### src/hdl/dmc_pkg.sv
/*
 * package for the 4k x 1 dynamic memory controller: pin widths, timing
 * figures in ns and derived cycle counts, request codes.
 * assumes a 125 MHz clock on every module that imports it.
 */
package dmc_pkg;
    // =====================================================================
    // widths
    localparam int ADDR_W     = 12;
    localparam int HALF_W     = 6;
    localparam int ROWS       = 64;
    localparam int ROW_W      = 6;
    // =====================================================================
    // timing figures, ns, and clock rate
    localparam int CLK_PERIOD_NS          = 8;
    localparam int ROW_PRECHARGE_NS       = 120;
    localparam int ROW_PULSE_NS           = 200;
    localparam int ROW_ADDR_HOLD_NS       = 25;
    localparam int ROW_TO_COLUMN_DELAY_NS = 65;  // below the max, so access is row-limited
    localparam int COL_PULSE_NS           = 135;
    localparam int ACCESS_FROM_COLUMN_NS  = 135;
    localparam int COLUMN_TO_WRITE_DELAY_NS = 80;
    localparam int WRITE_PULSE_NS         = 55;
    localparam int COL_PRECHARGE_NS       = 80;
    localparam int REFRESH_PERIOD_NS      = 2000000;
    localparam int POWER_UP_CYCLES        = 8;
    // =====================================================================
    // cycle counts, least times rounded up
    function automatic int cyc_up(input int ns);
        return (ns + CLK_PERIOD_NS - 1) / CLK_PERIOD_NS;
    endfunction
    localparam int RP_CYC   = cyc_up(ROW_PRECHARGE_NS);
    localparam int RAS_CYC  = cyc_up(ROW_PULSE_NS);
    localparam int RAH_CYC  = cyc_up(ROW_ADDR_HOLD_NS);
    localparam int RCD_CYC  = cyc_up(ROW_TO_COLUMN_DELAY_NS);
    localparam int CAS_CYC  = cyc_up(COL_PULSE_NS);
    localparam int CAC_CYC  = cyc_up(ACCESS_FROM_COLUMN_NS) + 1;
    localparam int CWD_CYC  = cyc_up(COLUMN_TO_WRITE_DELAY_NS);
    localparam int WP_CYC   = cyc_up(WRITE_PULSE_NS);
    localparam int CP_CYC   = cyc_up(COL_PRECHARGE_NS);
    // refresh interval per row, longest time so rounded down
    localparam int REF_ROW_CYC = REFRESH_PERIOD_NS / ROWS / CLK_PERIOD_NS;
    localparam int CNT_W    = 13;
    // =====================================================================
    // request kinds from the user side
    localparam logic [1:0] OP_READ   = 2'h0;
    localparam logic [1:0] OP_WRITE  = 2'h1;  // early write
    localparam logic [1:0] OP_RMW    = 2'h2;  // read then delayed write
    localparam logic [1:0] OP_REFONLY = 2'h3; // row-strobe-only refresh
endpackage

### src/hdl/dmc_timer.sv
/*
 * down counter used to time strobe phases.
 * assumes same clock and reset as the controller.
 */
module dmc_timer (
    input  wire logic                    i_clk,   // system clock
    input  wire logic                    i_rstn,  // async reset, low
    input  wire logic                    i_load,  // load new count
    input  wire logic [dmc_pkg::CNT_W-1:0] i_val, // count to load
    output logic                         o_done   // count reached zero
);
    import dmc_pkg::*;
    logic [CNT_W-1:0] cnt_q, cnt_d;

    // =====================================================================
    // next count
    always_comb begin
        cnt_d = cnt_q;
        if (i_load) begin
            cnt_d = i_val;
        end else if (cnt_q != '0) begin
            cnt_d = cnt_q - 1'b1;
        end
    end

    // register
    always_ff @(posedge i_clk or negedge i_rstn) begin
        if (!i_rstn) begin
            cnt_q <= '0;
        end else begin
            cnt_q <= cnt_d;
        end
    end

    assign o_done = (cnt_q == '0);  // no path from i_load, so no loop through the sequencer
endmodule // dmc_timer

### src/hdl/dmc_ctrl.sv
/*
 * host-side controller for a 4096 x 1 dynamic memory: multiplexes the
 * address onto six pins, sequences the row and column strobes, performs
 * read, early write, read-modify-write and row-only refresh, and runs
 * the power-up and periodic refresh on its own.
 * assumes the memory's data output arrives asynchronously on i_dout.
 */
// Functional notes
// drive 12-bit address as row half then column half on six pins
// column address and select may be set before column strobe falls
// device takes data in at the later of write or column strobe fall
// early write: write low before column strobe, data valid at that edge
// delayed write: write falls after column strobe, data valid around it
// select high at column fall makes device ignore the write
// reads keep write high through the whole column strobe low time
// device floats output at each column strobe fall
// selected read cycles drive the stored bit by access time
// selected early write drives the written bit by access time
// output holds until next column fall; row-only cycles leave it
// column strobe without row strobe floats the output
// deselected full cycle leaves the output floating
// refresh all 64 rows within each 2 ms
// any row-strobed cycle refreshes the latched row
// refresh by write cycle keeps select high
// long row-only runs may float output; next column cycle restores it
// refresh with parallel wired outputs keeps column strobe high
// page mode keeps row strobe low over several column cycles
// select acts independently in each page cycle
// at least 8 refreshing cycles after power-up before use
// write timing picks early write or read-write output data
// cell index is row half joined with column half
module dmc_ctrl (
    input  wire logic                       i_clk,      // system clock
    input  wire logic                       i_rstn,     // async reset, low
    input  wire logic                       i_req,      // request valid
    input  wire logic [1:0]                 i_op,       // request kind
    input  wire logic [dmc_pkg::ADDR_W-1:0] i_addr,     // cell address
    input  wire logic                       i_wdata,    // bit to write
    input  wire logic                       i_page,     // keep row open after
    input  wire logic                       i_sel_n,    // chip select level to use
    input  wire logic                       i_dout,     // memory data out pin
    output logic                            o_ready,    // request may be taken
    output logic                            o_rvalid,   // read data pulse
    output logic                            o_rdata,    // read data
    output logic                            o_init_done,// power-up refreshes done
    output logic                            o_ras_n,    // row strobe
    output logic                            o_cas_n,    // column strobe
    output logic                            o_we_n,     // write strobe
    output logic                            o_cs_n,     // chip select
    output logic [dmc_pkg::HALF_W-1:0]      o_a,        // address pins
    output logic                            o_din       // memory data in
);
    import dmc_pkg::*;

    typedef enum logic [7:0] {
        ST_IDLE  = 8'h01,
        ST_RAS   = 8'h02,
        ST_RCD   = 8'h04,
        ST_CAS   = 8'h08,
        ST_WR    = 8'h10,
        ST_CP    = 8'h20,
        ST_RP    = 8'h40,
        ST_OPEN  = 8'h80
    } dmc_state_t;

    dmc_state_t           st_q, st_d;
    logic                 ras_n_q, ras_n_d, cas_n_q, cas_n_d, we_n_q, we_n_d;
    logic                 cs_n_q, cs_n_d, din_q, din_d;
    logic [HALF_W-1:0]    a_q, a_d;
    logic [1:0]           op_q, op_d;
    logic [HALF_W-1:0]    row_q, row_d, col_q, col_d;
    logic                 rvalid_q, rvalid_d, rdata_q, rdata_d;
    logic                 ready_q, ready_d;
    logic [3:0]           init_q, init_d;
    logic                 held_q, held_d, init_done_q, init_done_d; // page-miss request waiting, init flag
    logic                 ref_pend_q, ref_pend_d, is_ref_q, is_ref_d;
    logic [ROW_W-1:0]     ref_row_q, ref_row_d;
    logic [CNT_W-1:0]     ref_cnt_q, ref_cnt_d;
    logic                 dout_s1_q, dout_s2_q;
    logic                 t_load, t_done;
    logic [CNT_W-1:0]     t_val;

    function automatic logic [CNT_W-1:0] cyc(input int n);
        return CNT_W'(n - 1);
    endfunction

    dmc_timer u_timer (
        .i_clk  (i_clk),
        .i_rstn (i_rstn),
        .i_load (t_load),
        .i_val  (t_val),
        .o_done (t_done)
    );

    // =====================================================================
    // data out pin synchroniser
    always_ff @(posedge i_clk or negedge i_rstn) begin
        if (!i_rstn) begin
            dout_s1_q <= 1'b0;
            dout_s2_q <= 1'b0;
        end else begin
            dout_s1_q <= i_dout;
            dout_s2_q <= dout_s1_q;
        end
    end

    // =====================================================================
    // refresh interval counter
    always_comb begin
        ref_cnt_d  = ref_cnt_q;
        ref_pend_d = ref_pend_q;
        if (ref_cnt_q == '0) begin
            ref_cnt_d  = cyc(REF_ROW_CYC);
            ref_pend_d = 1'b1;
        end else begin
            ref_cnt_d = ref_cnt_q - 1'b1;
        end
        if (st_q == ST_RP && is_ref_q && !(ref_cnt_q == '0)) begin
            ref_pend_d = 1'b0;                           // set wins over clear
        end
    end

    // =====================================================================
    // cycle sequencer
    always_comb begin
        st_d = st_q; ras_n_d = ras_n_q; cas_n_d = cas_n_q; we_n_d = we_n_q;
        cs_n_d = cs_n_q; din_d = din_q; a_d = a_q; op_d = op_q;
        row_d = row_q; col_d = col_q; rvalid_d = 1'b0; rdata_d = rdata_q;
        init_d = init_q; is_ref_d = is_ref_q; ref_row_d = ref_row_q; held_d = held_q;
        t_load = 1'b0; t_val = '0; ready_d = 1'b0;
        unique case (st_q)
            ST_IDLE, ST_OPEN: begin
                if (st_q == ST_IDLE && (ref_pend_q || init_q != 4'(POWER_UP_CYCLES)) && t_done) begin
                    is_ref_d = 1'b1; op_d = OP_REFONLY;
                    a_d = ref_row_q; row_d = ref_row_q;
                    ras_n_d = 1'b0; cs_n_d = 1'b1;
                    t_load = 1'b1; t_val = cyc(RAS_CYC);
                    st_d = ST_RAS;
                end else if (st_q == ST_OPEN && ref_pend_q) begin
                    ras_n_d = 1'b1; t_load = 1'b1; t_val = cyc(RP_CYC);
                    st_d = ST_RP;                        // close page for refresh
                end else if (i_req && ready_q && t_done) begin
                    is_ref_d = 1'b0; op_d = i_op; din_d = i_wdata;
                    row_d = i_addr[ADDR_W-1:HALF_W];
                    col_d = i_addr[HALF_W-1:0];
                    cs_n_d = i_sel_n;
                    if (st_q == ST_OPEN && i_addr[ADDR_W-1:HALF_W] == row_q && i_op != OP_REFONLY) begin
                        a_d = i_addr[HALF_W-1:0];
                        we_n_d = (i_op != OP_WRITE);
                        t_load = 1'b1; t_val = cyc(1);
                        st_d = ST_RCD;
                    end else if (st_q == ST_OPEN) begin  // page miss: keep request, close row first
                        ras_n_d = 1'b1; held_d = 1'b1;
                        t_load = 1'b1; t_val = cyc(RP_CYC);
                        st_d = ST_RP;
                    end else begin
                        a_d = i_addr[ADDR_W-1:HALF_W];
                        ras_n_d = 1'b0;
                        t_load = 1'b1; t_val = (i_op == OP_REFONLY) ? cyc(RAS_CYC) : cyc(RAH_CYC);
                        st_d = ST_RAS;
                    end
                end
                ready_d = (st_d == st_q) && !ref_pend_d; // never offered when a refresh would win
            end
            ST_RAS: begin
                if (op_q == OP_REFONLY) begin            // cas stays high
                    if (t_done) begin
                        ras_n_d = 1'b1;
                        if (init_q != 4'(POWER_UP_CYCLES)) init_d = init_q + 4'h1;
                        if (is_ref_q) ref_row_d = ref_row_q + 1'b1; // user row-only cycles keep the sweep
                        t_load = 1'b1; t_val = cyc(RP_CYC);
                        st_d = ST_RP;
                    end
                end else if (t_done) begin
                    a_d = col_q;
                    we_n_d = (op_q != OP_WRITE);
                    t_load = 1'b1; t_val = cyc(RCD_CYC - RAH_CYC);
                    st_d = ST_RCD;
                end
            end
            ST_RCD: begin
                if (t_done) begin
                    cas_n_d = 1'b0;
                    t_load = 1'b1;
                    t_val = (op_q == OP_RMW) ? cyc(CWD_CYC) : cyc(CAC_CYC);
                    st_d = ST_CAS;
                end
            end
            ST_CAS: begin
                if (t_done && op_q == OP_RMW && we_n_q) begin
                    we_n_d = 1'b0;                       // delayed write
                    t_load = 1'b1; t_val = cyc(CAC_CYC - CWD_CYC);
                    st_d = ST_WR;
                end else if (t_done) begin
                    if (op_q != OP_WRITE && !cs_n_q) begin
                        rvalid_d = 1'b1; rdata_d = dout_s2_q;
                    end
                    cas_n_d = 1'b1; we_n_d = 1'b1;
                    t_load = 1'b1; t_val = cyc(CP_CYC);
                    st_d = ST_CP;
                end
            end
            ST_WR: begin
                if (t_done) begin
                    if (!cs_n_q) begin
                        rvalid_d = 1'b1; rdata_d = dout_s2_q; // read-write data
                    end
                    cas_n_d = 1'b1; we_n_d = 1'b1;
                    t_load = 1'b1; t_val = cyc(CP_CYC);
                    st_d = ST_CP;
                end
            end
            ST_CP: begin
                if (t_done) begin
                    if (i_page) begin
                        st_d = ST_OPEN;
                        ready_d = !ref_pend_d;
                    end else begin
                        ras_n_d = 1'b1; t_load = 1'b1; t_val = cyc(RP_CYC);
                        st_d = ST_RP;
                    end
                end
            end
            ST_RP: begin
                if (t_done && held_q) begin
                    held_d = 1'b0; a_d = row_q; ras_n_d = 1'b0; // held request opens its row
                    t_load = 1'b1;
                    t_val = (op_q == OP_REFONLY) ? cyc(RAS_CYC) : cyc(RAH_CYC);
                    st_d = ST_RAS;
                end else if (t_done) begin
                    st_d = ST_IDLE;
                    ready_d = (init_q == 4'(POWER_UP_CYCLES)) && !ref_pend_d;
                end
            end
            default: st_d = ST_IDLE;
        endcase
        init_done_d = (init_d == 4'(POWER_UP_CYCLES));
    end

    // =====================================================================
    // state and pin registers
    always_ff @(posedge i_clk or negedge i_rstn) begin
        if (!i_rstn) begin
            st_q <= ST_IDLE; ras_n_q <= 1'b1; cas_n_q <= 1'b1; we_n_q <= 1'b1;
            cs_n_q <= 1'b1; din_q <= 1'b0; a_q <= '0; op_q <= OP_READ;
            row_q <= '0; col_q <= '0; rvalid_q <= 1'b0; rdata_q <= 1'b0;
            init_q <= 4'h0; is_ref_q <= 1'b0; ref_row_q <= '0;
            ref_cnt_q <= '0; ref_pend_q <= 1'b0; ready_q <= 1'b0;
            held_q <= 1'b0; init_done_q <= 1'b0;
        end else begin
            st_q <= st_d; ras_n_q <= ras_n_d; cas_n_q <= cas_n_d; we_n_q <= we_n_d;
            cs_n_q <= cs_n_d; din_q <= din_d; a_q <= a_d; op_q <= op_d;
            row_q <= row_d; col_q <= col_d; rvalid_q <= rvalid_d; rdata_q <= rdata_d;
            init_q <= init_d; is_ref_q <= is_ref_d; ref_row_q <= ref_row_d;
            ref_cnt_q <= ref_cnt_d; ref_pend_q <= ref_pend_d; ready_q <= ready_d;
            held_q <= held_d; init_done_q <= init_done_d;
        end
    end

    // outputs straight from flip-flops
    assign o_ready     = ready_q;
    assign o_rvalid    = rvalid_q;
    assign o_rdata     = rdata_q;
    assign o_init_done = init_done_q;
    assign o_ras_n     = ras_n_q;
    assign o_cas_n     = cas_n_q;
    assign o_we_n      = we_n_q;
    assign o_cs_n      = cs_n_q;
    assign o_a         = a_q;
    assign o_din       = din_q;
endmodule // dmc_ctrl

### config.mk
export PLATFORM = sky130hd
export DESIGN_NAME = dmc_ctrl
export DESIGN_NICKNAME = d
export VERILOG_FILES = /design/src/hdl/dmc_pkg.sv /design/src/hdl/dmc_timer.sv /design/src/hdl/dmc_ctrl.sv
export SDC_FILE = /design/constraint.sdc
export NUM_CORES = 1
export LEC_CHECK = 0
export ABC_AREA = 0
export BUFFER_PORTS_ARGS = -buffer_cell sky130_fd_sc_hd__buf_2
export CORE_ASPECT_RATIO = 0.8
export CORE_UTILIZATION = 50
export CTS_BUF_LIST = sky130_fd_sc_hd__clkbuf_4 sky130_fd_sc_hd__clkbuf_8
export DETAILED_ROUTE_END_ITERATION = 10
export HOLD_SLACK_MARGIN = 0.08
export PLACE_DENSITY = 0.83
export SETUP_SLACK_MARGIN = 0.5
export SLEW_MARGIN = 25
export SYNTH_ARGS = -nofsm -noshare
export SYNTH_HDL_FRONTEND = slang
export SYNTH_HIERARCHICAL = 1
export SYNTH_SLANG_ARGS = --single-unit
export TNS_END_PERCENT = 30
### constraint.sdc
create_clock -name i_clk -period 2.75 [get_ports i_clk]
set_input_delay 0.1375 -clock i_clk [delete_from_list [all_inputs] [get_ports i_clk]]
set_output_delay 0.1375 -clock i_clk [all_outputs]
set_load 0.03 [all_outputs]
==> results.cfg, run 1 <==
[power]
clkPwrFrac_pct = 23.8
combPwrFrac_pct = 35.7
p_switching_uw = 1410
p_per_area_mw_per_mm2 = 645
p_sw_share_pct = 38.3
internal-power_uw = 2270
p_seq_share_pct = 40.5
vdd_drop_max_mv = 0.414
p_leak_uw = 0.00252

[setup_path]
cp_data_arrival_time_ns = 2.86
cpMaxStageDelayCell = dfrtp_1
path_cells = inv_2, ha_1, nor3b_4, nand4b_1, inv_2, buf_6, nand2_4, nor3b_2, o31ai_1, o21ai_1, o2111ai_4, mux2_4
cp_max_fo = 6
path_common_cell = inv_2
reg2reg_from = u_timer/cnt_q[1]
ff2ff_path_depth = 12
required_ns = 3.01
end_kind = register
cpPeakStageDelay_ns = 0.41
crit_end = o_a[0]
r2r_slack_ns = 0.15
critPathKind = reg2reg
cp-start-kind = register
r2r-end = o_a[0]
startpoint = u_timer/cnt_q[1]

[route]
ant_nets = 0
wl_per_cell_um = 19.0
drt-pass1-iter-count = 8
viasPerCell = 6.17
drt-total-wl_mm = 13.2
vias = 4274
drt_iter0_markers = 448
drc = 0

[synthesis]
yosys.area.top_type_share_pct = 40.8
synthFlopType = dfrtp_1
synth_area_leaders = dfrtp_1, nand2_1, xnor2_1
synth_edf_count = 0
ys_async_sr_fraction_pct = 100
syn_area_sq_mm = 0.00447
ys_seq_area_share_pct = 43.8
synthCells = 483
yosys_warnings = 6
ys_ff_latch = 78
postSynthAreaPerCell_sq_um = 9.26
synth_largest_area_cell = dfrtp_1
ys_types = 66

[final_layout]
final_util_pct = 66.2
fillers = 624
antenna_cells = 0
area_growth_pct = 27.2
final_cells = 693
drive_gt1_share_pct = 28.9
multi_input_area_sq_mm = 0.00261
final_nets = 603
mostFrequentLayoutCells = nand2_1, dfrtp_1, buf_4
regArea_sq_mm = 0.00197
final_common_cell = nand2_1

[clock_tree]
cts_sinks = 78
numCtsBuffers = 9
clock-root-buffer = clkbuf_8
cts_max_path_buffers = 2
clk_latency_ns = 0.37
h-tree-depth = 3
clk_pin_slew_ns = 0.09
cts_tree = built

[sta]
min_period_ns = 2.60
grt_setup_unrepaired = yes
post-route-period-util_pct = 94.6
tightest_slew_ns = 0.713
finalSetupViolations = 0
report.final.slew_viol_count = 0
finalHoldViolCount = 0
setup_ws_ns = 0.147
relSlewSlack_pct = 52.4
finalClockSkew_ns = 0.0141
setup_tns_ns = 0
max_clock_freq_mhz = 384

[placement]
dp_cells = 633
dp_slack_ns = 0.157
dp_hpwl_mm = 8.14
place_congestion = 0.999
io_buffers = 35

[worst_hold_path]
min_path_type = in2reg

[floorplanning]
die_x_um = 108
die_area_sq_mm = 0.00933
coreArea_sq_mm = 0.00860
die_h_um = 86.6
start_util_pct = 52.1
num_rows = 30
ios = 36

[flow_run]
maxCapViolations = 0

[global_route]
gr-total-overflow = 0
antenna_found_initial = 0
grt_max_degree = 79
grt_pass1_vias = 4077
grt_usage_pct = 28.4
grt_pass1_wl_mm = 20.4

[run_status]
outcome = finished, final reports clean
[power by group through the flow]
stage	Sequential, uW	Clock, uW	Combinational [uW]
floorplan	1530	0	705
global placement	1480	0	1040
detailed placement	1480	0	1070
CTS	1470	892	1200
global route	1500	936	1400
finish	1490	875	1310
[routing by layer]
layer  global-route usage [%]  share of wire (%)  vias up
met1                     38.2                 42     2065
li1                         -                  -     1903
met5                        0                  0        -
met2                     44.1                 46      242
met4                     11.5                4.4        0
met3                     6.84                7.9       64
[worst max-delay path, delay by kind of cell, from the launching register on]
family          cells  cell delay, ns
compound gates      3            0.55
fa+ha+maj           1            0.19
buf+inv             3            0.36
flops               1            0.41
mux                 1            0.36
simple gates        4            0.61
[stage by stage]
stage / hold slack [ns] / area, sq um / power [uW]
finish: 0.210 / 5690 / 3670
global route: 0.218 / 5690 / 3830
CTS: 0.168 / 5550 / 3560
detailed placement: 0.256 / 4910 / 2550
global placement: 0.255 / 4910 / 2520
floorplan: -0.158 / 4590 / 2230
[registers in the layout (all words and copies together) (netlist names), 2 cells and up]
signal / count
ref_cnt_q: 13
op_q: 2
o_a: 6
st_q: 8
row_q: 6
init_q: 4
col_q: 6
ref_row_q: 6
u_timer/cnt_q: 13
[cells by family (layout without fill, tap and decap cells)]
group | after synthesis | in the layout | synth area share, %
xor+xnor | 36 | 36 | 7.21
fa+ha+maj | 6 | 6 | 1.68
compound gates | 92 | 92 | 13.4
other cells | 1 | 8 | 0.0838
flops | 78 | 78 | 43.8
buf+inv | 37 | 128 | 3.61
mux | 18 | 18 | 4.33
simple gates | 215 | 215 | 25.9
[cell usage after synthesis, types with 2 or more instances]
cell      count
nor3b_1       5
nor2_1       33
xor2_1       16
o22a_1        3
mux2i_1       7
ha_1          6
nor4_1        4
a21oi_1      12
nor3_1       11
o31ai_1       3
nand2_1      75
xnor2_1      19
nand2b_1      8
nand4_1       4
or3_1         4
buf_1         3
a22oi_1       2
o211ai_1      3
clkbuf_1     15
nand4b_1      2
nor4_4        2
nor4_2        3
nor3_2        2
mux2_2       11
nor4b_1       3
or2_2         2
or4_4         2
o22ai_1       5
inv_1        12
nor2b_1       5
o21ai_0      27
or4_1         4
a221o_1       7
a31oi_1       6
and2_1        8
and3_1        6
buf_2         3
dfrtp_1      73
a211oi_1      3
o21ai_1       6
buf_6         2
and3b_1       2
dfstp_2       5
nand3_1      22
a221oi_1      6
[final cells by class]
class / count / share of cell area [%]
clock inverters: 7 / 1.30
repair buffers: 99 / 12.8
inverters: 13 / 0.858
clock buffers: 9 / 2.18
well taps: 112 / 2.46
flip-flops and latches: 78 / 34.6
multi-input cells: 375 / 45.8
[worst min path at each step]
stage,end,slack [ns],cells after the start,from
after global placement,dout_s1_q,0.26,1,i_dout
after CTS,st_q[7],0.17,3,i_page
final,st_q[7],0.21,3,i_page
after global routing,st_q[7],0.22,3,i_page
after floorplan,col_q[0],-0.16,0,i_rstn
after detailed placement,dout_s1_q,0.26,1,i_dout
[repair_timing]
action,in CTS,in global routing
resized for setup,43,16
hold buffers,18,0
endpoints found under the setup margin,54,61
pin swaps,13,7
hold endpoints to repair,90,0
buffers inserted,15,11
Power figures use the tool's default switching activity.
==> run 2, diff against run 1 <==
ABC_AREA = 1   (was 0)
==> run 2 against run 1 <==
Against the previous run:
- clock skew decreased by 0.0030 ns
- routed wire length increased by 4.4%
- sequential power decreased by 8%
- non-clock buffer count decreased by 10
- core utilization decreased by 1.8 points
- synthesized cell count increased by 35%
- critical path type unchanged
- combinational power decreased by 34%
==> results.cfg, run 2 <==
[setup_path]
r2r-end = u_timer/cnt_q[1]
critPathKind = reg2reg
startpoint = u_timer/cnt_q[1]
ff2ff_path_depth = 16
cp-start-kind = register
end_kind = register
r2r_slack_ns = 0.49
cp_max_fo = 6
reg2reg_from = u_timer/cnt_q[1]
cp_data_arrival_time_ns = 2.57
crit_end = u_timer/cnt_q[1]
required_ns = 3.06

[global_route]
grt_pass1_wl_mm = 21.5
grt_pass1_vias = 4341
grt_usage_pct = 27.6
gr-total-overflow = 0
antenna_found_initial = 0
grt_max_degree = 79

[sta]
relSlewSlack_pct = 52.2
min_period_ns = 2.26
report.final.slew_viol_count = 0
post-route-period-util_pct = 82.2
finalClockSkew_ns = 0.0111
finalHoldViolCount = 0
setup_ws_ns = 0.490
finalSetupViolations = 0
setup_tns_ns = 0
tightest_slew_ns = 0.717
grt_setup_unrepaired = yes
max_clock_freq_mhz = 442

[synthesis]
yosys.area.top_type_share_pct = 38.0
ys_ff_latch = 78
ys_types = 38
yosysMostFrequentCell = nand2_1
synthCells = 654
ys_async_sr_fraction_pct = 100
synth_edf_count = 0
synthFlopType = dfrtp_1
synth_largest_area_cell = dfrtp_1
yosys_warnings = 6
yosys-top-cells-count = nand2_1, inv_1, dfrtp_1
synth_area_leaders = dfrtp_1, nand2_1, inv_1
ys_seq_area_share_pct = 40.8
postSynthAreaPerCell_sq_um = 7.35
syn_area_sq_mm = 0.00480

[final_layout]
fillers = 760
final_util_pct = 64.4
mostFrequentLayoutCells = nand2_1, dfrtp_1, inv_1
antenna_cells = 0
final_common_cell = nand2_1
reg_top3 = ref_cnt_q: 13 flops, u_timer/cnt_q: 13 flops, st_q: 8 flops
drive_gt1_share_pct = 23.2
final_nets = 782
area_growth_pct = 23.2

[placement]
dp_hpwl_mm = 9.64
place_congestion = 0.954
io_buffers = 35
dp_slack_ns = 0.316

[floorplanning]
die_area_sq_mm = 0.0100
start_util_pct = 52.3
ios = 36
die_h_um = 89.7
die_x_um = 112
coreArea_sq_mm = 0.00919
num_rows = 31

[clock_tree]
h-tree-depth = 3
cts_sinks = 78
numCtsBuffers = 9
clock-root-buffer = clkbuf_8
cts_max_path_buffers = 2
clk_latency_ns = 0.37
cts_tree = built
clk_pin_slew_ns = 0.09

[flow_run]
maxCapViolations = 0

[power]
p_per_area_mw_per_mm2 = 531
vdd_drop_max_mv = 0.399
p_leak_uw = 0.00305

[worst_hold_path]
min_path_type = in2reg
hold_start = i_addr[11]

[route]
drt_iter0_markers = 425
drt-total-wl_mm = 13.7
vias = 4893
drc = 0
drt-pass1-iter-count = 5
wl_per_cell_um = 15.7
ant_nets = 0
viasPerCell = 5.59

[run_status]
outcome = finished, final reports clean
[run 2: cell count changes after synthesis, moves of 8 or more]
cell	previous run	this run
nand2b_1	8	0
nand4_1	4	22
nor2_2	1	11
nand2_2	0	12
nor2_4	0	14
a21oi_1	12	27
clkbuf_1	15	1
nor2_1	33	68
inv_1	12	76
xnor2_1	19	6
mux2_2	11	0
nand2_1	75	190
o21ai_0	27	19
nand3_1	22	52
[run 2: power breakdown]
part	total [uW]	internal, uW	leakage [uW]	switching, uW
registers	1370	1260	0.000931	107
logic	867	270	0.00203	597
clock network	905	430	0.0000968	475
total	3140	1960	0.00305	1180
[run 2: logic make-up (layout without fill, tap and decap cells)]
group	Yosys count	after routing	synth area share [%]
xor+xnor	21	21	3.83
buf+inv	88	187	7.21
simple gates	389	389	38.0
flops	78	78	40.8
compound gates	71	71	8.57
other cells	1	8	0.0781
fa+ha+maj	6	6	1.56
[run 2: cell type report]
| type | count | area (sq um) | share of cell area [%] |
|---|---|---|---|
| Timing Repair Buffer | 89 | 647 | 10.9 |
| Timing Repair inverter | 1 | 7.51 | 0.127 |
| Tap cell | 115 | 144 | 2.43 |
| Clock buffer | 9 | 124 | 2.09 |
| Multi-Input combinational cell | 495 | 2640 | 44.6 |
| Clock inverter | 7 | 80.1 | 1.35 |
| Sequential cell | 78 | 1960 | 33.1 |
| Inverter | 81 | 319 | 5.39 |
[run 2: critical path, cell delays in order (launching register included)]
cell	delay (ns)
dfrtp_1	0.42
inv_2	0.09
ha_4	0.14
nand3_2	0.08
nor2_2	0.11
nand3_2	0.10
clkinv_4	0.12
buf_6	0.13
clkinvlp_4	0.11
nor2_1	0.13
nand2_1	0.08
nand4_1	0.16
buf_4	0.17
clkinvlp_4	0.12
nand3_2	0.11
nand2_1	0.05
nand2_1	0.06
[run 2: timing repair]
action / in CTS / in global routing
setup endpoints to repair: 20 / 35
hold endpoints to repair: 84 / 0
pin swaps: 1 / 18
hold buffers: 12 / 0
gates resized for setup: 8 / 38
cloned: 0 / 1
buffers inserted: 3 / 34
[run 2: metal layers]
metal | wire [um] | track usage (%)
met5 | 0 | 0
met4 | 215 | 7.25
met3 | 1280 | 7.58
met2 | 5930 | 41.5
met1 | 6320 | 39.3
[run 2: worst min-delay path by stage]
stage | cells after the start | slack, ns | endpoint
finish | 3 | 0.1 | row_q[5]
global route | 3 | 0.09 | row_q[5]
CTS | 3 | 0.08 | row_q[3]
detailed placement | 1 | 0.25 | dout_s1_q
global placement | 1 | 0.25 | dout_s1_q
floorplan | 0 | -0.16 | col_q[0]
[run 2: metrics by stage]
step	hold slack, ns	instances	cell area (sq um)	total power (uW)
3_5_place_dp	0.247	809	5150	2190
2_1_floorplan	-0.158	661	4840	1960
4_1_cts	0.0842	840	5520	3100
5_1_grt	0.0936	875	5920	3290
3_3_place_gp	0.248	809	5150	2160
6_report	0.0987	875	5920	3140
==> run 3, diff against run 2 <==
clock period = 2.05 ns   (was 2.75 ns; I/O delays follow)
==> run 3 against run 2 <==
Against the previous run:
- the run now ends with DRC, setup timing left
- fmax grew 0.79%
- sequential power up 32%
- sequential share of layout area shrank 4.2 points
- cell count increased by 7.0%
- sequential cell count unchanged
- first-iteration DRC count is 18% higher
- count of clock-buffer cells in the layout increased by 1
- die area is the same
- critical endpoint unchanged
- largest power group unchanged
- highest routed layer unchanged
==> results.cfg, run 3 (synthesis results as in run 2) <==
[run_status]
outcome = finished, violations left
violations = DRC, setup timing

[clock_tree]
cts_max_path_buffers = 2
clk_pin_slew_ns = 0.09
numCtsBuffers = 9
cts_tree = built
h-tree-depth = 3
clk_latency_ns = 0.37
cts_sinks = 78
clock-root-buffer = clkbuf_8

[floorplanning]
start_util_pct = 52.3
coreArea_sq_mm = 0.00919
die_h_um = 89.7
num_rows = 31
die_area_sq_mm = 0.0100
ios = 36
die_x_um = 112

[sta]
relSlewSlack_pct = 66.1
grt_setup_unrepaired = yes
post-route-period-util_pct = 109
finalSetupViolations = 22
max_clock_freq_mhz = 446
setup_ws_ns = -0.192
report.final.slew_viol_count = 0
finalClockSkew_ns = 0.00671
finalHoldViolCount = 0
tightest_slew_ns = 0.503
min_period_ns = 2.24
worst_hold_slack_ns = 0.0765
setup_tns_ns = -1.60

[global_route]
antenna_found_initial = 0
grt_pass1_wl_mm = 23.9
gr-total-overflow = 0
grt_max_degree = 48
grt_pass1_vias = 4877
grt_usage_pct = 31.0

[route]
drt-total-wl_mm = 15.5
viasPerCell = 5.64
wl_per_cell_um = 16.5
ant_nets = 0
vias = 5282
drt-pass1-iter-count = 10
drc = 4
drt_iter0_markers = 501

[setup_path]
end_kind = register
critPathKind = reg2reg
cp_data_arrival_time_ns = 2.55
cp_max_fo = 5
cp-start-kind = register
required_ns = 2.36
ff2ff_path_depth = 18

[final_layout]
drive_gt1_share_pct = 37.6
area_growth_pct = 41.0
final_nets = 843
antenna_cells = 0
final_common_cell = nand2_1
regArea_sq_mm = 0.00196
fillers = 651
final_util_pct = 73.7
mostFrequentLayoutCells = nand2_1, buf_4, dfrtp_1
reg_top3 = ref_cnt_q: 13 flops, u_timer/cnt_q: 13 flops, st_q: 8 flops
multi_input_area_sq_mm = 0.00299

[placement]
place_congestion = 0.990
io_buffers = 35
dp_hpwl_mm = 10.7
dp_slack_ns = -0.218

[worst_hold_path]
min_path_cells = 3
min_path_type = in2reg

[flow_run]
maxCapViolations = 0

[power]
p_leak_uw = 0.00348
p_per_area_mw_per_mm2 = 679
power_uw = 4600
vdd_drop_max_mv = 0.523
run 3: worst paths after layout:
kind,from,end,slack [ns]
worst min register to register,dout_s1_q,dout_s2_q,0.37
worst max-delay path,u_timer/cnt_q[0],u_timer/cnt_q[1],-0.19
max in group asynchronous,i_rstn,o_we_n,1.17
worst min-delay path,i_addr[10],row_q[4],0.08
worst max register to register,u_timer/cnt_q[0],u_timer/cnt_q[1],-0.19
min in group asynchronous,i_rstn,ref_cnt_q[0],0.21
run 3: report_power, final:
group | switching, uW | leakage, uW | internal, uW | total [uW]
clock | 625 | 0.000103 | 604 | 1230
sequential | 120 | 0.000931 | 1700 | 1810
combinational | 969 | 0.00245 | 590 | 1560
total | 1710 | 0.00348 | 2890 | 4600
run 3: metal layers:
layer / share of wire, % / up-vias / global-route usage, %
li1: - / 2437 / -
met1: 42 / 2489 / 42.9
met2: 45 / 308 / 48.4
met3: 9.8 / 48 / 7.32
met4: 2.7 / 0 / 10.7
met5: 0 / - / 0
run 3: area by class of cell:
class	count	share of cell area, %
Multi-Input combinational cell	496	44.1
Sequential cell	78	28.9
Timing Repair Buffer	150	17.1
Inverter	81	4.71
Tap cell	115	2.12
Clock buffer	10	2.03
Clock inverter	6	1.02
run 3: timing repair:
action | 4_1_cts | 5_1_grt
hold endpoints to repair | 80 | 0
setup buffers | 12 | 13
hold buffers | 15 | 0
pin swaps | 29 | 60
gates resized for setup | 52 | 86
endpoints found under the setup margin | 63 | 70
gates cloned | 0 | 1
run 3: critical path: stages, from the launching register on:
cell     delay (ns)
dfrtp_1        0.39
inv_2          0.09
ha_4           0.14
nand3_2        0.07
nor2_2         0.11
nand3_1        0.09
inv_2          0.12
buf_12         0.13
buf_6          0.09
nand4_1        0.17
nor2_2         0.19
inv_1          0.07
nand2_1        0.05
inv_1          0.05
nand4_1        0.12
nand2_1        0.07
o21ai_1        0.08
nand2_1        0.07
nand2_1        0.06
run 3: per-stage QoR:
step	instances	area, sq um
after floorplan	661	4890
after global placement	879	5740
after detailed placement	879	5740
after CTS	922	6380
after global routing	936	6770
final	936	6770
